<file path="src/rtl/spp_map.vh">
`ifndef SPP_MAP_VH
`define SPP_MAP_VH
`define SPP_NPORTS          24
`define SPP_HALF            12
// Register byte offsets.
`define SPP_OFF_ADMIN       8'h00
`define SPP_OFF_ANEG        8'h04
`define SPP_OFF_FC          8'h08
`define SPP_OFF_STORM_EN    8'h0c
`define SPP_OFF_THRESH      8'h10
`define SPP_OFF_SEC_EN      8'h14
`define SPP_OFF_ACTION      8'h18
`define SPP_OFF_MIRROR      8'h1c
`define SPP_OFF_STATUS      8'h20
`define SPP_OFF_INTRUDE     8'h24
`define SPP_OFF_TRUNK       8'h28
`define SPP_OFF_LACP        8'h2c
`define SPP_OFF_PCFG_BASE   8'h40
// Per-port config word: [4:0] advert, [6:5] speed, [7] duplex, [8] sym.
`define SPP_ADV_LSB         0
`define SPP_ADV_MSB         4
`define SPP_SPD_LSB         5
`define SPP_SPD_MSB         6
`define SPP_DPX_BIT         7
`define SPP_SYM_BIT         8
`define SPP_ADV_MASK        5'h1f
`define SPP_ADV_COPPER_GIG  5'h1f
`define SPP_ADV_COPPER_100  5'h0f
`define SPP_ADV_FIBRE_GIG   5'h10
`define SPP_ADV_FULL1000    5'h10
`define SPP_THR_MIN         18'h001f4
`define SPP_THR_MAX         18'h3ffff
`define SPP_THR_RST         18'h001f4
// Rate window: one second at 20 MHz.
`define SPP_CLK_HZ          20000000
`define SPP_WINDOW_MS       1000
`define SPP_WINDOW_CYC      (`SPP_CLK_HZ / 1000 * `SPP_WINDOW_MS)
// Mirror word: [4:0] src, [9:5] dst, [10] rx, [11] tx, [12] enable.
`define SPP_MIR_EN_BIT      12
`define SPP_SPD_1000        2'h2
`endif

</file>
<file path="src/rtl/spp_port_policy.v">
// Summary of operation
// - Advertisement offers only 10/100 half/full and 1000 full, never 1000 half.
// - Reset: autonegotiation on; advertisement per port type copper/fibre/100.
// - Forced speed, duplex, flow control apply only with negotiation off.
// - Flow control: jam in half duplex, pause frames in full duplex; at 1000 the code sends pause only with sym set.
// - Pause is symmetric: sym set means both send and obey pause.
// - Admin-disabled port passes no traffic until re-enabled.
// - Storm-enabled port drops broadcasts beyond the threshold.
// - Threshold range 500 to 262143, reset 500; storm control on at reset.
// - Only broadcasts are counted and dropped, never IP multicast.
// - One shared threshold, per-port storm enables.
// - Mirror copies source to target; no direction given means both.
// - At most one mirror session at a time.
// - Session accepted only if both ports in 1-12 or both in 13-24.
// - Session requires matching source and target speeds.
// - Secured port stops learning new source addresses.
// - Secured port accepts only known sources; others flag intrusion.
// - One global intrusion action: none at reset, or disable plus trap.
// - Security-disabled port stays off until admin re-enable.
// - Per-port security enable, off after reset.
// - No security on trunk members; secured port not added to trunk.
// - Secured port may be LACP member, but that trunk stays inactive.
`timescale 1ns/1ns
`default_nettype none
`include "spp_map.vh"
module spp_port_policy #(
  parameter WINDOW_CYC = `SPP_WINDOW_CYC,
  parameter [23:0] FIBRE_MASK = 24'h000000,
  parameter [23:0] FAST_MASK  = 24'h000000
) (
  // Clock and reset
  input  wire        aclk,
  input  wire        aresetn,
  // AXI4-Lite slave
  input  wire [7:0]  s_axi_awaddr,
  input  wire        s_axi_awvalid,
  output reg         s_axi_awready,
  input  wire [31:0] s_axi_wdata,
  input  wire [3:0]  s_axi_wstrb,
  input  wire        s_axi_wvalid,
  output reg         s_axi_wready,
  output reg  [1:0]  s_axi_bresp,
  output reg         s_axi_bvalid,
  input  wire        s_axi_bready,
  input  wire [7:0]  s_axi_araddr,
  input  wire        s_axi_arvalid,
  output reg         s_axi_arready,
  output reg  [31:0] s_axi_rdata,
  output reg  [1:0]  s_axi_rresp,
  output reg         s_axi_rvalid,
  input  wire        s_axi_rready,
  // Negotiated link state per port
  input  wire [23:0] link_up,
  input  wire [47:0] neg_speed,
  input  wire [23:0] neg_duplex,
  input  wire [23:0] neg_pause,
  // Received frame events, one-cycle pulses per port
  input  wire [23:0] rx_frame,
  input  wire [23:0] rx_bcast,
  input  wire [23:0] rx_sa_known,
  // Per-port policy outputs
  output reg  [23:0] port_fwd_en,
  output reg  [23:0] rx_drop,
  output reg  [23:0] learn_en,
  output reg  [119:0] adv_abil,
  output reg  [47:0] oper_speed,
  output reg  [23:0] oper_duplex,
  output reg  [23:0] jam_en,
  output reg  [23:0] pause_tx_en,
  output reg  [23:0] pause_rx_en,
  output reg  [23:0] lacp_allow,
  // Mirror and trap
  output reg         mirror_active,
  output reg  [4:0]  mirror_src,
  output reg  [4:0]  mirror_dst,
  output reg         mirror_rx,
  output reg         mirror_tx,
  output reg         trap_pulse
);

  reg  [23:0] admin_r;
  reg  [23:0] aneg_r;
  reg  [23:0] fc_r;
  reg  [23:0] storm_en_r;
  reg  [17:0] thresh_r;
  reg  [23:0] sec_en_r;
  reg         action_r;
  reg  [12:0] mirror_r;
  reg  [23:0] intrude_r;
  reg  [23:0] trunk_r;
  reg  [23:0] lacp_r;
  reg  [8:0]  pcfg_r [0:23];
  reg  [31:0] win_cnt_r;
  reg         win_tick_r;
  reg  [7:0]  waddr_r;
  reg  [31:0] wdata_r;
  reg         aw_have_r;
  reg         w_have_r;

  wire        wr_fire = aw_have_r && w_have_r && !s_axi_bvalid;
  wire [7:0]  wa = waddr_r;
  wire        wr_pcfg = wr_fire && wa >= `SPP_OFF_PCFG_BASE &&
                        wa < `SPP_OFF_PCFG_BASE + 8'h60;
  wire [4:0]  wr_idx = wa[6:2] - 5'h10;
  wire [4:0]  m_src = wdata_r[4:0];
  wire [4:0]  m_dst = wdata_r[9:5];

  // Same-group check and speed match for a new mirror session.
  wire src_ok = m_src < 5'd24;
  wire dst_ok = m_dst < 5'd24;
  wire same_grp = (m_src < 5'd12) == (m_dst < 5'd12);
  wire spd_eq = oper_speed[m_src*2 +: 2] == oper_speed[m_dst*2 +: 2];
  wire mir_ok = !wdata_r[`SPP_MIR_EN_BIT] ||
                (src_ok && dst_ok && same_grp && spd_eq && m_src != m_dst);

  // Write channel: address and data accepted in either order.
  always @(posedge aclk) begin
    if (!aresetn) begin
      aw_have_r     <= 1'b0;
      w_have_r      <= 1'b0;
      s_axi_awready <= 1'b0;
      s_axi_wready  <= 1'b0;
      s_axi_bvalid  <= 1'b0;
      s_axi_bresp   <= 2'h0;
      waddr_r       <= 8'h00;
      wdata_r       <= 32'h00000000;
    end else begin
      s_axi_awready <= !aw_have_r && !s_axi_awready;
      s_axi_wready  <= !w_have_r && !s_axi_wready;
      if (s_axi_awvalid && s_axi_awready) begin
        aw_have_r     <= 1'b1;
        waddr_r       <= s_axi_awaddr;
        s_axi_awready <= 1'b0;
      end
      if (s_axi_wvalid && s_axi_wready) begin
        w_have_r     <= 1'b1;
        wdata_r      <= s_axi_wdata;
        s_axi_wready <= 1'b0;
      end
      if (wr_fire) begin
        s_axi_bvalid <= 1'b1;
        s_axi_bresp  <= 2'h0;
        if (wa == `SPP_OFF_MIRROR && !mir_ok)
          s_axi_bresp <= 2'h2;
      end
      if (s_axi_bvalid && s_axi_bready) begin
        s_axi_bvalid <= 1'b0;
        aw_have_r    <= 1'b0;
        w_have_r     <= 1'b0;
      end
    end
  end

  // Register writes and policy state.
  integer i;
  always @(posedge aclk) begin
    if (!aresetn) begin
      admin_r    <= 24'hffffff;
      aneg_r     <= 24'hffffff;
      fc_r       <= 24'h000000;
      storm_en_r <= 24'hffffff;
      thresh_r   <= `SPP_THR_RST;
      sec_en_r   <= 24'h000000;
      action_r   <= 1'b0;
      mirror_r   <= 13'h0000;
      trunk_r    <= 24'h000000;
      lacp_r     <= 24'h000000;
      for (i = 0; i < 24; i = i + 1) begin
        if (FIBRE_MASK[i])
          pcfg_r[i] <= {4'h0, `SPP_ADV_FIBRE_GIG};
        else if (FAST_MASK[i])
          pcfg_r[i] <= {4'h0, `SPP_ADV_COPPER_100};
        else
          pcfg_r[i] <= {4'h0, `SPP_ADV_COPPER_GIG};
      end
    end else begin
      if (wr_fire) begin
        case (wa)
          `SPP_OFF_ADMIN:    admin_r <= wdata_r[23:0];
          `SPP_OFF_ANEG:     aneg_r <= wdata_r[23:0];
          `SPP_OFF_FC:       fc_r <= wdata_r[23:0];
          `SPP_OFF_STORM_EN: storm_en_r <= wdata_r[23:0];
          `SPP_OFF_THRESH: begin
            // Out-of-range values are clamped into the legal span.
            if (wdata_r[31:18] != 14'h0000)
              thresh_r <= `SPP_THR_MAX;
            else if (wdata_r[17:0] < `SPP_THR_MIN)
              thresh_r <= `SPP_THR_MIN;
            else
              thresh_r <= wdata_r[17:0];
          end
          `SPP_OFF_SEC_EN:
            // Trunk members cannot become secured.
            sec_en_r <= wdata_r[23:0] & ~trunk_r;
          `SPP_OFF_ACTION:   action_r <= wdata_r[0];
          `SPP_OFF_MIRROR:
            // A new session replaces the old; only one is held.
            if (mir_ok)
              mirror_r <= wdata_r[12:0];
          `SPP_OFF_TRUNK:
            trunk_r <= wdata_r[23:0] & ~sec_en_r;
          `SPP_OFF_LACP:     lacp_r <= wdata_r[23:0];
          default: begin
            if (wr_pcfg)
              pcfg_r[wr_idx] <= {wdata_r[8:5],
                                 wdata_r[4:0] & `SPP_ADV_MASK};
          end
        endcase
      end
      // A security shutdown clears the admin bit, so only software reopens.
      for (i = 0; i < 24; i = i + 1)
        if (action_r && sec_en_r[i] && rx_frame[i] && !rx_sa_known[i])
          admin_r[i] <= 1'b0;
    end
  end

  // Intrusion sticky flags: hardware set wins over software clear.
  always @(posedge aclk) begin
    if (!aresetn) begin
      intrude_r  <= 24'h000000;
      trap_pulse <= 1'b0;
    end else begin
      trap_pulse <= action_r &&
                    |(sec_en_r & rx_frame & ~rx_sa_known & admin_r);
      intrude_r <= (intrude_r &
                    ~((wr_fire && wa == `SPP_OFF_INTRUDE) ?
                      wdata_r[23:0] : 24'h000000)) |
                   (sec_en_r & rx_frame & ~rx_sa_known);
    end
  end

  // One-second window tick shared by all storm counters.
  always @(posedge aclk) begin
    if (!aresetn) begin
      win_cnt_r  <= 32'h00000000;
      win_tick_r <= 1'b0;
    end else begin
      win_tick_r <= win_cnt_r == WINDOW_CYC - 1;
      if (win_cnt_r == WINDOW_CYC - 1)
        win_cnt_r <= 32'h00000000;
      else
        win_cnt_r <= win_cnt_r + 32'h00000001;
    end
  end

  // Per-port next values are gathered here so that one process owns
  // every output vector instead of 24 processes sharing it bit by bit.
  wire [23:0]  fwd_nxt;
  wire [23:0]  drop_nxt;
  wire [23:0]  learn_nxt;
  wire [119:0] adv_nxt;
  wire [47:0]  spd_nxt;
  wire [23:0]  dpx_nxt;
  wire [23:0]  jam_nxt;
  wire [23:0]  pause_nxt;
  wire [23:0]  lacp_nxt;

  // Per-port policy.
  genvar g;
  generate
    for (g = 0; g < 24; g = g + 1) begin : gen_port
      reg  [17:0] bc_cnt_r;
      wire [1:0]  spd = aneg_r[g] ? neg_speed[g*2 +: 2] :
                        pcfg_r[g][`SPP_SPD_MSB:`SPP_SPD_LSB];
      wire        dpx = aneg_r[g] ? neg_duplex[g] :
                        pcfg_r[g][`SPP_DPX_BIT];
      wire        fc  = aneg_r[g] ? neg_pause[g] : fc_r[g];
      wire        over = bc_cnt_r >= thresh_r;
      wire        bc_drop = storm_en_r[g] && rx_bcast[g] && over;
      wire        sa_bad = sec_en_r[g] && !rx_sa_known[g];
      wire        sym_ok = spd != `SPP_SPD_1000 ||
                           pcfg_r[g][`SPP_SYM_BIT];
      always @(posedge aclk) begin
        if (!aresetn)
          bc_cnt_r <= 18'h00000;
        else if (win_tick_r)
          bc_cnt_r <= 18'h00000;
        else if (rx_frame[g] && rx_bcast[g] && !over)
          bc_cnt_r <= bc_cnt_r + 18'h00001;
      end
      assign fwd_nxt[g]        = admin_r[g] && link_up[g];
      assign drop_nxt[g]       = rx_frame[g] &&
                                 (!admin_r[g] || bc_drop || sa_bad);
      assign learn_nxt[g]      = admin_r[g] && !sec_en_r[g];
      assign adv_nxt[g*5 +: 5] = pcfg_r[g][4:0] & `SPP_ADV_MASK;
      assign spd_nxt[g*2 +: 2] = spd;
      assign dpx_nxt[g]        = dpx;
      assign jam_nxt[g]        = fc && !dpx;
      // Pause is symmetric: both directions follow one enable.
      assign pause_nxt[g]      = fc && dpx && sym_ok;
      assign lacp_nxt[g]       = lacp_r[g] && !sec_en_r[g];
    end
  endgenerate

  always @(posedge aclk) begin
    if (!aresetn) begin
      port_fwd_en <= 24'h000000;
      rx_drop     <= 24'h000000;
      learn_en    <= 24'h000000;
      adv_abil    <= 120'h0;
      oper_speed  <= 48'h000000000000;
      oper_duplex <= 24'h000000;
      jam_en      <= 24'h000000;
      pause_tx_en <= 24'h000000;
      pause_rx_en <= 24'h000000;
      lacp_allow  <= 24'h000000;
    end else begin
      port_fwd_en <= fwd_nxt;
      rx_drop     <= drop_nxt;
      learn_en    <= learn_nxt;
      adv_abil    <= adv_nxt;
      oper_speed  <= spd_nxt;
      oper_duplex <= dpx_nxt;
      jam_en      <= jam_nxt;
      pause_tx_en <= pause_nxt;
      pause_rx_en <= pause_nxt;
      lacp_allow  <= lacp_nxt;
    end
  end

  // Mirror outputs; no direction bits means both directions.
  always @(posedge aclk) begin
    if (!aresetn) begin
      mirror_active <= 1'b0;
      mirror_src    <= 5'h00;
      mirror_dst    <= 5'h00;
      mirror_rx     <= 1'b0;
      mirror_tx     <= 1'b0;
    end else begin
      mirror_active <= mirror_r[`SPP_MIR_EN_BIT];
      mirror_src    <= mirror_r[4:0];
      mirror_dst    <= mirror_r[9:5];
      mirror_rx     <= mirror_r[10] || !mirror_r[11];
      mirror_tx     <= mirror_r[11] || !mirror_r[10];
    end
  end

  // Read channel.
  reg [31:0] rd_val;
  wire [4:0] rd_idx = s_axi_araddr[6:2] - 5'h10;
  always @* begin
    rd_val = 32'h00000000;
    case (s_axi_araddr)
      `SPP_OFF_ADMIN:    rd_val = {8'h00, admin_r};
      `SPP_OFF_ANEG:     rd_val = {8'h00, aneg_r};
      `SPP_OFF_FC:       rd_val = {8'h00, fc_r};
      `SPP_OFF_STORM_EN: rd_val = {8'h00, storm_en_r};
      `SPP_OFF_THRESH:   rd_val = {14'h0000, thresh_r};
      `SPP_OFF_SEC_EN:   rd_val = {8'h00, sec_en_r};
      `SPP_OFF_ACTION:   rd_val = {31'h00000000, action_r};
      `SPP_OFF_MIRROR:   rd_val = {19'h00000, mirror_r};
      `SPP_OFF_STATUS:   rd_val = {8'h00, port_fwd_en};
      `SPP_OFF_INTRUDE:  rd_val = {8'h00, intrude_r};
      `SPP_OFF_TRUNK:    rd_val = {8'h00, trunk_r};
      `SPP_OFF_LACP:     rd_val = {8'h00, lacp_r};
      default: begin
        if (s_axi_araddr >= `SPP_OFF_PCFG_BASE &&
            s_axi_araddr < `SPP_OFF_PCFG_BASE + 8'h60)
          rd_val = {23'h000000, pcfg_r[rd_idx]};
      end
    endcase
  end

  always @(posedge aclk) begin
    if (!aresetn) begin
      s_axi_arready <= 1'b0;
      s_axi_rvalid  <= 1'b0;
      s_axi_rdata   <= 32'h00000000;
      s_axi_rresp   <= 2'h0;
    end else begin
      s_axi_arready <= !s_axi_rvalid && !s_axi_arready;
      if (s_axi_arvalid && s_axi_arready) begin
        s_axi_arready <= 1'b0;
        s_axi_rvalid  <= 1'b1;
        s_axi_rdata   <= rd_val;
        s_axi_rresp   <= 2'h0;
      end else if (s_axi_rvalid && s_axi_rready) begin
        s_axi_rvalid <= 1'b0;
      end
    end
  end

endmodule
`default_nettype wire

</file>
<file path="config.mk">
export PLATFORM = sky130hd
export DESIGN_NAME = spp_port_policy
export DESIGN_NICKNAME = d
export VERILOG_FILES = /design/src/rtl/spp_port_policy.v
export VERILOG_INCLUDE_DIRS = /design/src /design/src/rtl
export SDC_FILE = /design/constraint.sdc
export NUM_CORES = 2
export LEC_CHECK = 0
export BUFFER_PORTS_ARGS = -buffer_cell sky130_fd_sc_hd__buf_2
export CAP_MARGIN = 20
export CORE_ASPECT_RATIO = 0.9
export CORE_MARGIN = 2
export CORE_UTILIZATION = 26
export DETAILED_ROUTE_END_ITERATION = 6
export SLEW_MARGIN = 5
export SYNTH_ARGS = -nofsm -noshare
export SYNTH_HDL_FRONTEND = slang
export SYNTH_SLANG_ARGS = --single-unit
</file>
<file path="constraint.sdc">
create_clock -name aclk -period 8.4 [get_ports aclk]
set_input_delay 1.68 -clock aclk [delete_from_list [all_inputs] [get_ports aclk]]
set_output_delay 1.68 -clock aclk [all_outputs]
set_load 0.01 [all_outputs]
</file>
==> results.ini <==
[outcome]
status=finished, violations left
violations=DRC

[run]
maxCapViolations=0

[power_and_ir_drop]
p_clk_share_pct=46.8
netSwitchingFraction_pct=24.63
power_switching_mw=3.696
power_mw=15.00
combPwrFrac_pct=6.0
leakage_nw=32.27
irDropWorstVdd_mv=0.1684
seqPwrFrac_pct=47.2
internal_power_mw=11.31
p_per_area_nw_per_um2=184.6

[global_route]
antenna_found_initial=40
grt_max_degree=208
grtUsageTotal_pct=20.04
grt_pass1_vias=56667
grt_pass1_wl_um=396500
grt_overflow=0

[cts]
cts_resized=0
htreeDepth=4
clkSinkCount=1391
worstSkewPairLatency_ns=0.83
cts_tree=yes
clk_transition_reported_paths_ns=0.07
hold_buffers=0
cts_inserted_buffers=148
cts-root-buf=clkbuf_16
cts_buffer_depth=3
cts_setup_buffers=0

[sta]
rsz0062_at_grt=no
hold_violations=0
min_period_over_period_pct=55.54
tightest_slew_ns=1.262
whs_ns=0.4425
fmax_mhz=214.3
slew_headroom_pct=15.53
setup_viol=0
final.setup_skew_ns=0.06366
fin_crit_ns=4.665
slew_viol_final=0
tns_ns=0

[place]
dp_hpwl_um=206100
io_buffers=650
place_congestion=0.9328
dp_cells=11171

[synthesis]
yosys.area.top_type=dfxtp_1
synth_ff_type=dfxtp_1
synth_seq_cells=1391
synth_edf_count=280
netlist_instances=7239
synth_area_um2=68740
synth_seq_area_share_pct=44.59
synth_top_area_share_pct=32.36
async_flop_share_pct=0
yosys-top-cells-area=dfxtp_1 (32%), edfxtp_1 (12%), ha_1 (8.3%)
ys_types=84
yosys_warnings=0
avgSynthCellArea_um2=9.495

[routing]
routed_wl_um=279700
wl_per_cell_um=24.41
drt_iter0_drc=5307
drt_pre_antenna_iters=7
vias_per_cell=5.161
vias=59149
ant_nets=0
drc=2

[final_layout]
final.fill_count=27104
layout-drive-gt1-share_pct=15.43
register_area_um2=30660
fin_util_pct=30.83
fin_cells=11460
multi_input_comb_area_um2=35930
fin_nets=8506
area_growth_syn_to_layout_pct=18.24

[die]
die_w_um=546.0
die_area_um2=268500
die_h_um=491.8
initial_core_util_pct=26.08
io_pins=666
row_count=179
core_area_um2=263600

[worst_hold_path]
hold_depth=1
min_path_type=register to register

[worst_setup_path]
cp-start-kind=register
cpPeakStageDelay_ns=0.64
slowest_stage=inv_1
required_ns=9.16
endpoint_kind=register
reg2regPathDepth=13
path_cells=inv_1, buf_4, buf_4, ha_1, a21o_1, a21o_1, a21oi_1, nor2_1, o41ai_1, o211a_1, nand4_1, or4_1, a21oi_1
cp_max_fo=12
cp.arrival_ns=5.42
worstSetupPathType=register to register

-- registers in the layout (all words and copies together) (netlist names), 32 cells and up --
signal             count
adv_abil             120
gen_port.bc_cnt_r    432
oper_speed            48
pcfg_r               280
wdata_r               32
win_cnt_r             32
-- through the flow --
step                      setup WS (ns)  cell area, um2
final                             3.735           81280
after global routing              3.599           81250
after CTS                         3.716           81160
after detailed placement          3.039           75950
after global placement            3.071           75890
after floorplan                   4.415           69010
-- path summary, 6_finish.rpt --
kind | start | endpoint | slack [ns]
setup / recovery | thresh_r[7] | gen_port[15].bc_cnt_r[16] | 3.73
setup reg to reg | thresh_r[7] | gen_port[15].bc_cnt_r[16] | 3.73
hold / removal | pcfg_r[18][1] | adv_abil[91] | 0.44
hold reg to reg | pcfg_r[18][1] | adv_abil[91] | 0.44
-- power groups by stage --
stage | clock network, mW | logic, mW | registers (mW)
2_1_floorplan | 0 | 0.466 | 7.19
3_3_place_gp | 0 | 0.874 | 7.22
3_5_place_dp | 0 | 0.886 | 7.23
4_1_cts | 7.14 | 0.891 | 7.08
5_1_grt | 7.39 | 0.954 | 7.09
6_report | 7.02 | 0.898 | 7.09
-- final cells by class --
cell class                 count  share of cell area (%)
timing repair buffer         779                   5.343
sequential                  1391                   37.72
multi-input combinational   5296                   44.21
clock inverter                60                   1.079
inverter                     182                  0.8405
antenna                       13                 0.04003
tap                         3529                   5.433
clock buffer                 210                   5.331
-- cell families after synthesis --
| logic type | synth area share, % |
|---|---|
| and+or+nand+nor | 22.60 |
| DFF | 44.59 |
| AOI/OAI and AO/OA | 12.15 |
| buffers and inverters | 3.648 |
| adders and majority gates | 8.319 |
| xor gates and xnor gates | 3.695 |
| muxes | 4.989 |
| other | 0.005456 |
-- per-layer routing --
layer	routed length (um)	share of wire, %	GRT usage (%)
met1	109600	39	23.88
met2	125800	45	32.10
met3	22190	7.9	4.235
met4	21940	7.8	14.18
met5	194	0.069	0
-- worst max-delay path: cells and delay by family (launching register included) --
| kind | cells | cell delay (ns) |
|---|---|---|
| AND/OR/NAND/NOR | 3 | 1.06 |
| adder cells (fa/ha/maj) | 1 | 0.31 |
| AO/OA/AOI/OAI | 6 | 1.41 |
| buffers and inverters | 3 | 1.42 |
| flip-flops | 1 | 0.37 |
-- placed cells by master, fill, tap and decap left out, types with 123 or more instances in the layout --
master,instances
nand3_1,295
clkbuf_16,152
inv_1,178
a21o_1,123
and2_1,213
nand4_1,148
nand2_1,732
and3_1,147
xnor2_1,197
nor2_1,548
dfxtp_1,1102
o21ai_0,220
ha_1,457
a21oi_1,316
buf_2,649
or3_1,208
edfxtp_1,280
a21boi_0,150
nor2b_1,163
-- cells in the mapped netlist, types with 147 or more instances --
master,count
nand3_1,295
nand4_1,148
nand2_1,735
clkbuf_1,372
nor2b_1,164
dfxtp_1,1111
ha_1,457
or3_1,208
edfxtp_1,280
and2_1,214
a21boi_0,150
nor2_1,558
xnor2_1,197
inv_1,181
a21oi_1,316
o21ai_0,228
and3_1,147
Note: power is estimated with default switching activity, not from simulation.
